--- src/pdc_map.svh ---
// register offsets, field positions, reset values and timing figures
`ifndef PDC_MAP_SVH
`define PDC_MAP_SVH

// ====================================================================
// register byte offsets on the apb bus
`define PDC_OFS_CFG_LO 8'h00
`define PDC_OFS_CFG_HI 8'h04
`define PDC_OFS_STATUS 8'h08
`define PDC_ADDR_W 8

// ====================================================================
// reset values of the configuration words
`define PDC_CFG_LO_RST 32'h0000_0001
`define PDC_CFG_HI_RST 32'h0000_0000

// ====================================================================
// field positions inside the 64-bit configuration word
`define PDC_REF_DIV_HI 11
`define PDC_REF_DIV_LO 0
`define PDC_POST_A_HI 17
`define PDC_POST_A_LO 16
`define PDC_POST_B_HI 19
`define PDC_POST_B_LO 18
`define PDC_POST_C_HI 21
`define PDC_POST_C_LO 20
`define PDC_RSVD_HI 23
`define PDC_RSVD_LO 22
`define PDC_FB_A_HI 26
`define PDC_FB_A_LO 24
`define PDC_FB_M_HI 37
`define PDC_FB_M_LO 27
`define PDC_MAIN_PUMP_HI 41
`define PDC_MAIN_PUMP_LO 40
`define PDC_FILTER_TC_BIT 43
`define PDC_SPEED_BIT 44
`define PDC_XTAL_SEL_HI 51
`define PDC_XTAL_SEL_LO 49
`define PDC_XTAL_PUMP_HI 53
`define PDC_XTAL_PUMP_LO 52
`define PDC_XTAL_SWAP_BIT 54
`define PDC_XTAL_PD_BIT 55
`define PDC_XTAL_COARSE_HI 59
`define PDC_XTAL_COARSE_LO 56
`define PDC_XTAL_FINE_BIT 61

// ====================================================================
// divider constants
`define PDC_DIV_W 14
`define PDC_PRESCALE_SHIFT 3
`define PDC_XTAL_SEL_OFF 3'h7

// ====================================================================
// loop filter time constants, in ns, and their length in pclk cycles
`define PDC_CLK_PERIOD_NS 40
`define PDC_TC_SHORT_NS 13500
`define PDC_TC_LONG_NS 135000
`define PDC_TC_SHORT_CYC (`PDC_TC_SHORT_NS / `PDC_CLK_PERIOD_NS)
`define PDC_TC_LONG_CYC (`PDC_TC_LONG_NS / `PDC_CLK_PERIOD_NS)

`endif

--- src/pdc_pkg.sv ---
// types shared by the pll divider configuration block
package pdc_pkg;
	// ================================================================
	// pump strength codes, 1.5 / 5 / 8 / 24 microamps
	typedef enum logic [1:0] {
		PDC_PUMP_1U5,
		PDC_PUMP_5U,
		PDC_PUMP_8U,
		PDC_PUMP_24U
	} pdc_pump_t;

	// divider modulus word
	typedef logic [13:0] pdc_mod_t;
endpackage : pdc_pkg

--- src/pdc_divider.sv ---
// programmable modulus divider that reloads only at terminal count
`timescale 1ns/1ns
`include "pdc_map.svh"

module pdc_divider (
	// clock and reset
	input wire logic pclk,
	input wire logic presetn,
	// input tick and requested modulus
	input wire logic tick_in,
	input wire pdc_pkg::pdc_mod_t modulus,
	// divided tick and square output
	output logic tick_out,
	output logic clk_out
);
	// ================================================================
	// state
	pdc_pkg::pdc_mod_t cnt_reg; // counts up to one below the active modulus
	pdc_pkg::pdc_mod_t mod_reg; // modulus in force this period
	logic tick_reg;
	logic clk_reg;

	// a modulus of zero behaves as divide by one
	wire pdc_pkg::pdc_mod_t mod_safe = (modulus == '0) ?
		pdc_pkg::pdc_mod_t'(1) : modulus;
	wire last = (cnt_reg >= mod_reg - pdc_pkg::pdc_mod_t'(1));
	wire pdc_pkg::pdc_mod_t cnt_next = last ? '0 :
		cnt_reg + pdc_pkg::pdc_mod_t'(1);
	wire pdc_pkg::pdc_mod_t half = mod_reg >> 1;

	// ================================================================
	// counter: new modulus taken only when a period ends
	always_ff @(posedge pclk or negedge presetn) begin
		if (!presetn) begin
			cnt_reg <= '0;
			mod_reg <= pdc_pkg::pdc_mod_t'(1);
			tick_reg <= 1'b0;
			clk_reg <= 1'b0;
		end else begin
			tick_reg <= tick_in & last;
			if (tick_in) begin
				cnt_reg <= cnt_next;
				// no truncated period: reload only at wrap
				if (last) mod_reg <= mod_safe;
				// low for the first half, high for the rest
				clk_reg <= last ? (mod_reg == pdc_pkg::pdc_mod_t'(1)) ?
					~clk_reg : 1'b0 : (cnt_next >= half);
			end else if (mod_reg == pdc_pkg::pdc_mod_t'(1)) begin
				// divide by one on a sparse tick: one high cycle per tick,
				// so the output period equals the tick period, not twice it
				clk_reg <= 1'b0;
			end
		end
	end

	assign tick_out = tick_reg;
	assign clk_out = clk_reg;
endmodule : pdc_divider

--- src/pdc_top.sv ---
// pll divider configuration: apb register file, decode, divider chain
//
// Implementation choices: the APB interface to the registers and the register offsets.
`timescale 1ns/1ns
`include "pdc_map.svh"

// How it works
// - bit 44 selects oscillator speed range
// - bit 43 selects short or long filter
// - reference modulus from bits 11 to 0
// - stage a divides by 1,2,4,8
// - stage b divides by 1,3,5,4
// - stage c divides by 1,3,5,4
// - bits 53-52 give crystal pump strength
// - bits 51-49 pick fixed crystal divider
// - all-ones select powers crystal oscillator down
// - bit 61 enables crystal fine tuning
// - bit 54 inverts crystal correction polarity
// - bit 55 powers crystal loop down
// - bits 59-56 drive coarse tune code
module pdc_top (
	// clock and reset
	input wire logic pclk,
	input wire logic presetn,
	// apb slave
	input wire logic psel,
	input wire logic penable,
	input wire logic pwrite,
	input wire logic [31:0] paddr,
	input wire logic [31:0] pwdata,
	output logic [31:0] prdata,
	output logic pready,
	output logic pslverr,
	// main loop selects
	output logic osc_speed_range_sel,
	output logic filter_time_const_sel,
	output pdc_pkg::pdc_pump_t main_pump_strength,
	// crystal loop selects
	output pdc_pkg::pdc_pump_t xtal_pump_strength,
	output logic [11:0] xtal_div_value,
	output logic xtal_osc_powerdown,
	output logic xtal_fine_tune_en,
	output logic xtal_polarity_invert,
	output logic xtal_loop_powerdown,
	output logic [3:0] xtal_coarse_code,
	// divider outputs
	output logic ref_div_out,
	output logic fb_div_out,
	output logic post_div_out
);
	// ================================================================
	// post divider code decode, shared by the three stages
	function automatic pdc_pkg::pdc_mod_t post_mod(input logic [1:0] c,
		input logic pow2);
		case (c)
			2'h0: post_mod = 14'd1;
			2'h1: post_mod = pow2 ? 14'd2 : 14'd3;
			2'h2: post_mod = pow2 ? 14'd4 : 14'd5;
			default: post_mod = pow2 ? 14'd8 : 14'd4;
		endcase
	endfunction : post_mod

	// ================================================================
	// configuration word storage
	logic [31:0] cfg_lo_reg; // bits 31..0
	logic [31:0] cfg_hi_reg; // bits 63..32
	logic [31:0] prdata_reg;
	logic pready_reg;
	logic pslverr_reg;
	wire logic [63:0] cfg = {cfg_hi_reg, cfg_lo_reg};

	// ================================================================
	// bus decode
	wire logic [7:0] addr = paddr[7:0];
	wire logic setup = psel & ~penable;
	wire logic hit_lo = (paddr[31:8] == 24'h00_0000) &
		(addr == `PDC_OFS_CFG_LO);
	wire logic hit_hi = (paddr[31:8] == 24'h00_0000) &
		(addr == `PDC_OFS_CFG_HI);
	wire logic hit_st = (paddr[31:8] == 24'h00_0000) &
		(addr == `PDC_OFS_STATUS);
	wire logic mapped = hit_lo | hit_hi | hit_st;
	// status is read only: a write to it is refused
	wire logic bad = ~mapped | (pwrite & hit_st);
	wire logic wr_fire = psel & penable & pready_reg & pwrite & ~pslverr_reg;
	wire logic [31:0] status_word = {29'h0000_0000, post_div_out,
		fb_div_out, ref_div_out};
	wire logic [31:0] rd_mux = hit_lo ? cfg_lo_reg :
		hit_hi ? cfg_hi_reg : hit_st ? status_word : 32'h0000_0000;
	// reserved bits forced to zero whatever the host sends
	wire logic [31:0] lo_mask = ~(32'h0000_0003 << `PDC_RSVD_LO);

	// ================================================================
	// apb answer: one wait-free access phase after every setup
	always_ff @(posedge pclk or negedge presetn) begin
		if (!presetn) begin
			pready_reg <= 1'b0;
			pslverr_reg <= 1'b0;
			prdata_reg <= 32'h0000_0000;
		end else begin
			pready_reg <= setup;
			pslverr_reg <= setup & bad;
			if (setup) prdata_reg <= (pwrite | bad) ? 32'h0000_0000 : rd_mux;
		end
	end

	// ================================================================
	// configuration writes take effect at the completing edge
	always_ff @(posedge pclk or negedge presetn) begin
		if (!presetn) begin
			cfg_lo_reg <= `PDC_CFG_LO_RST;
			cfg_hi_reg <= `PDC_CFG_HI_RST;
		end else if (wr_fire) begin
			if (hit_lo) cfg_lo_reg <= pwdata & lo_mask;
			if (hit_hi) cfg_hi_reg <= pwdata;
		end
	end

	assign prdata = prdata_reg;
	assign pready = pready_reg;
	assign pslverr = pslverr_reg;

	// ================================================================
	// analog select outputs, registered from the configuration word
	always_ff @(posedge pclk or negedge presetn) begin
		if (!presetn) begin
			osc_speed_range_sel <= 1'b0;
			filter_time_const_sel <= 1'b0;
			main_pump_strength <= pdc_pkg::PDC_PUMP_1U5;
			xtal_pump_strength <= pdc_pkg::PDC_PUMP_1U5;
			xtal_fine_tune_en <= 1'b0;
			xtal_polarity_invert <= 1'b0;
			xtal_loop_powerdown <= 1'b0;
			xtal_coarse_code <= 4'h0;
		end else begin
			// 0 high speed range, 1 low speed range
			osc_speed_range_sel <= cfg[`PDC_SPEED_BIT];
			// 0 short constant, 1 long constant
			filter_time_const_sel <= cfg[`PDC_FILTER_TC_BIT];
			main_pump_strength <= pdc_pkg::pdc_pump_t'(
				cfg[`PDC_MAIN_PUMP_HI:`PDC_MAIN_PUMP_LO]);
			xtal_pump_strength <= pdc_pkg::pdc_pump_t'(
				cfg[`PDC_XTAL_PUMP_HI:`PDC_XTAL_PUMP_LO]);
			xtal_fine_tune_en <= cfg[`PDC_XTAL_FINE_BIT];
			xtal_polarity_invert <= cfg[`PDC_XTAL_SWAP_BIT];
			xtal_loop_powerdown <= cfg[`PDC_XTAL_PD_BIT];
			xtal_coarse_code <=
				cfg[`PDC_XTAL_COARSE_HI:`PDC_XTAL_COARSE_LO];
		end
	end

	// ================================================================
	// crystal divider table
	pdc_xtal_decode u_xtal (
		.pclk(pclk),
		.presetn(presetn),
		.sel(cfg[`PDC_XTAL_SEL_HI:`PDC_XTAL_SEL_LO]),
		.div_value(xtal_div_value),
		.osc_powerdown(xtal_osc_powerdown)
	);

	// ================================================================
	// divider moduli
	wire pdc_pkg::pdc_mod_t ref_mod = pdc_pkg::pdc_mod_t'(
		cfg[`PDC_REF_DIV_HI:`PDC_REF_DIV_LO]);
	// prescaler of eight: modulus = M*8 + A
	wire pdc_pkg::pdc_mod_t fb_mod =
		(pdc_pkg::pdc_mod_t'(cfg[`PDC_FB_M_HI:`PDC_FB_M_LO])
		<< `PDC_PRESCALE_SHIFT) |
		pdc_pkg::pdc_mod_t'(cfg[`PDC_FB_A_HI:`PDC_FB_A_LO]);
	wire pdc_pkg::pdc_mod_t mod_a =
		post_mod(cfg[`PDC_POST_A_HI:`PDC_POST_A_LO], 1'b1);
	wire pdc_pkg::pdc_mod_t mod_b =
		post_mod(cfg[`PDC_POST_B_HI:`PDC_POST_B_LO], 1'b0);
	wire pdc_pkg::pdc_mod_t mod_c =
		post_mod(cfg[`PDC_POST_C_HI:`PDC_POST_C_LO], 1'b0);

	// ================================================================
	// divider chain; every divider runs on pclk, the single clock here
	logic tick_a;
	logic tick_b;
	logic ref_q;
	logic fb_q;
	logic post_q;

	pdc_divider u_ref (
		.pclk(pclk), .presetn(presetn), .tick_in(1'b1),
		.modulus(ref_mod), .tick_out(), .clk_out(ref_q));
	pdc_divider u_fb (
		.pclk(pclk), .presetn(presetn), .tick_in(1'b1),
		.modulus(fb_mod), .tick_out(), .clk_out(fb_q));
	// three cascaded post stages; b and c each fed by the previous stage's wrap
	pdc_divider u_post_a (
		.pclk(pclk), .presetn(presetn), .tick_in(1'b1),
		.modulus(mod_a), .tick_out(tick_a), .clk_out());
	pdc_divider u_post_b (
		.pclk(pclk), .presetn(presetn), .tick_in(tick_a),
		.modulus(mod_b), .tick_out(tick_b), .clk_out());
	pdc_divider u_post_c (
		.pclk(pclk), .presetn(presetn), .tick_in(tick_b),
		.modulus(mod_c), .tick_out(), .clk_out(post_q));

	assign ref_div_out = ref_q;
	assign fb_div_out = fb_q;
	assign post_div_out = post_q;
endmodule : pdc_top

--- src/pdc_xtal_decode.sv ---
// crystal loop divider table and oscillator power-down decode
`timescale 1ns/1ns
`include "pdc_map.svh"

module pdc_xtal_decode (
	// clock and reset
	input wire logic pclk,
	input wire logic presetn,
	// table select code
	input wire logic [2:0] sel,
	// decoded divider and power-down
	output logic [11:0] div_value,
	output logic osc_powerdown
);
	// ================================================================
	// fixed divider table
	function automatic logic [11:0] xtal_div(input logic [2:0] s);
		case (s)
			3'h0: xtal_div = 12'd1;
			3'h1: xtal_div = 12'd3072;
			3'h2: xtal_div = 12'd3156;
			3'h3: xtal_div = 12'd2430;
			3'h4: xtal_div = 12'd2500;
			3'h5: xtal_div = 12'd4000;
			3'h6: xtal_div = 12'd3375;
			default: xtal_div = 12'h000; // all-ones selects no divider
		endcase
	endfunction : xtal_div

	// ================================================================
	// registered so the outputs never glitch while the code changes
	always_ff @(posedge pclk or negedge presetn) begin
		if (!presetn) begin
			div_value <= 12'h001;
			osc_powerdown <= 1'b0;
		end else begin
			div_value <= xtal_div(sel);
			osc_powerdown <= (sel == `PDC_XTAL_SEL_OFF);
		end
	end
endmodule : pdc_xtal_decode
--- config.mk ---
export PLATFORM = sky130hd
export DESIGN_NAME = pdc_top
export DESIGN_NICKNAME = d
export VERILOG_FILES = /design/src/pdc_pkg.sv /design/src/pdc_divider.sv /design/src/pdc_top.sv /design/src/pdc_xtal_decode.sv
export VERILOG_INCLUDE_DIRS = /design/src /design/src/src
export SDC_FILE = /design/constraint.sdc
export NUM_CORES = 1
export LEC_CHECK = 0
export ABC_AREA = 1
export BUFFER_PORTS_ARGS = -buffer_cell sky130_fd_sc_hd__buf_4
export CAP_MARGIN = 40
export CORE_MARGIN = 3
export CORE_UTILIZATION = 55
export DETAILED_ROUTE_END_ITERATION = 16
export PLACE_DENSITY = 0.75
export SKIP_CTS_REPAIR_TIMING = 1
export SYNTH_ARGS = -nofsm -noshare
export SYNTH_HDL_FRONTEND = slang
export SYNTH_SLANG_ARGS = --single-unit
export TNS_END_PERCENT = 10
--- constraint.sdc ---
create_clock -name pclk -period 4.07 [get_ports pclk]
set_input_delay 0 -clock pclk [delete_from_list [all_inputs] [get_ports pclk]]
set_output_delay 0 -clock pclk [all_outputs]
set_load 0.1 [all_outputs]
==> out/metrics.csv <==
metric,value,unit
layout_commonest_cell,nand2_1,
synth-edff-count,0,
min_path_type,in2reg,
dieArea,0.02530,mm2
wirelength,32120,um
synth_nets,1755,
cap_violations,0,
fin_area,0.01551,mm2
total_power,0.004727,W
min_period,3.851,ns
cts_sinks,232,
leakagePower,8.274,nW
dr.pass1.iters,5,
routed.top_layer,met4,
ys_seq_elements,232,
violations,hold timing,
placed_cell_area,0.01420,mm2
grt_setup_unrepaired,true,
finalSetupTns,0,ns
cts_root_buf,clkbuf_16,
tightest_slew,0.9299,ns
drc,0,
whs,-0.01452,ns
first_global_vias,10800,
yosysUniqueCellTypes,49,
fp.dieW,159.0,um
cp-start-kind,flip-flop,
yosysSeqAreaShare,45.13,%
cts_tree,done,
drive_gt1_share,13.20,%
wl_met2,15460,um
fin_worst_skew,0.01333,ns
port_buffers,131,
clk_latency,0.51,ns
clk_pin_slew,0.06,ns
core_area,0.02285,mm2
ios,132,
dominantRegCellSynth,dfrtp_1,
die_height,159.0,um
via_per_inst,5.368,
grt_start_max_net_pins,121,
crit_type,reg2reg,
ir_worst_vdd,265.2,uV
cts_buffers,25,
globalplace.congestion,0.8895,
fin_util,67.88,%
crit_path_end_kind,flip-flop,
area_growth,20.38,%
max_slew_margin,38.01,%
ant_nets,0,
grt_antenna_before_repair,0,
maxSlewViolCount,0,
clk_path_buf_depth,3,
overflow,0,
final_cell_mix,"367 x nand2_1, 225 x dfrtp_1, 207 x inv_1, 144 x buf_4, 139 x nor2_1",
nets,1928,
initial_core_util,56.39,%
grt_use_total,24.68,%
met1_length,14280,um
timing.final.crit_share,94.62,%
grt_pass1_wl,52710,um
powerDensity,304.8,mW/mm2
synthArstFlopShare,100.0,%
hold_viol,4,
diodes,0,
synth_area,0.01288,mm2
rows,55,
htree_levels,1,
nFillCells,1878,
arrival,4.25,ns
critPathMaxFanout,3,
hpwl,22760,um
vias,11160,
wl_per_cell,15.46,um
status,"complete, but fails checks",
dr_wl_met3,1801,um
drt_iter0_markers,646,
setup-violations-final,0,
cp.required,4.47,ns
fmax,259.7,MHz
syn_area_per_cell,8.184,um2
synth_warnings,0,
syn-instance-count,1574,
## critical path: stages (launching register included)
cell and delay [ns]:
dfrtp_1 0.41, inv_2 0.09, nand3_2 0.13, nor3_4 0.20
nand3_2 0.12, nor2_4 0.12, nand2_2 0.08, nor3_2 0.14
xor2_1 0.18, ha_1 0.26, nand4_1 0.14, o21ai_0 0.10
nor2_1 0.17, nand3_2 0.12, inv_1 0.09, o21ai_0 0.10
a21oi_1 0.20, ha_1 0.31, a21oi_1 0.16, o21ai_0 0.11
a21oi_1 0.14, nor2_1 0.05, o21ai_1 0.11, nand2_1 0.06
nor2_1 0.08, a21oi_1 0.07
## Yosys cell counts (4+ instances only)
master / number / share of area (%)
nand2_1: 368 / 11
dfrtp_1: 225 / 44
inv_1: 211 / 6.1
nor2_1: 142 / 4.1
o21ai_0: 115 / 4.5
ha_1: 112 / 11
nand3_1: 79 / 3.1
a21oi_1: 61 / 2.4
xor2_1: 39 / 2.7
o21ai_1: 37 / 1.4
nor3_1: 32 / 1.2
nand4_1: 28 / 1.4
clkbuf_1: 19 / 0.55
a21o_1: 13 / 0.76
buf_2: 11 / 0.43
xnor2_1: 10 / 0.68
dfstp_2: 7 / 1.4
a31oi_1: 5 / 0.24
nor3b_1: 5 / 0.29
buf_6: 4 / 0.35
## where the power goes
| group | leakage (nW) | switching [W] | internal (W) |
|---|---|---|---|
| Clock | 0.395 | 0.000925 | 0.00133 |
| Combinational | 4.72 | 0.0000931 | 0.0000727 |
| Sequential | 3.16 | 0.000000777 | 0.00231 |
## path summary, 6_finish.rpt
kind                                 start                  end  slack (ns)  cells past startpoint
setup / recovery           u_fb.mod_reg[2]         u_fb.clk_out        0.22                     25
hold / removal                    paddr[2]           prdata[17]       -0.01                      5
setup reg to reg           u_fb.mod_reg[2]         u_fb.clk_out        0.22                     25
hold reg to reg             cfg_hi_reg[23]  xtal_loop_powerdown        0.40                      0
max in group asynchronous          presetn     u_ref.mod_reg[0]        2.83                      3
min in group asynchronous          presetn  u_post_c.cnt_reg[8]        0.14                      2
## routing by layer
layer	track usage (%)	up-vias
li1	-	5475
met1	34.20	5291
met2	41.49	342
met3	3.538	47
met4	5.730	0
met5	0	-
## kinds of logic (layout without fill, tap and decap cells)
logic type	after synthesis	in the layout	share of synthesized area [%]
AND/OR/NAND/NOR	675	675	22.17
adder cells (fa/ha/maj)	112	112	10.88
XOR/XNOR	49	49	3.331
multiplexers	2	2	0.1748
flip-flops	232	232	45.13
AO/OA/AOI/OAI	252	252	10.57
buffers and inverters	252	443	7.741
## final cells by class
type                    instances  area [um2]  share of cell area [%]
flip-flops and latches        232        5814                   37.49
repair buffers                182        1488                   9.593
multi-input cells            1090        6187                   39.90
clock inverters                11       112.6                  0.7262
clock buffers                  34       699.4                   4.510
well taps                     313       391.6                   2.525
inverters                     216       814.5                   5.253
## through the flow
| step | std cells | hold slack, ns | setup WS (ns) |
|---|---|---|---|
| after floorplan | 1574 | -0.2956 | 0.3572 |
| final | 2078 | -0.01452 | 0.2188 |
| after global placement | 1994 | 0.1608 | 0.1634 |
| after detailed placement | 1995 | 0.1529 | -0.02432 |
| after global routing | 2078 | 0.01112 | -0.06554 |
| after CTS | 2040 | -0.3877 | -0.1262 |
No activity file was read; power rests on OpenSTA's default activity.
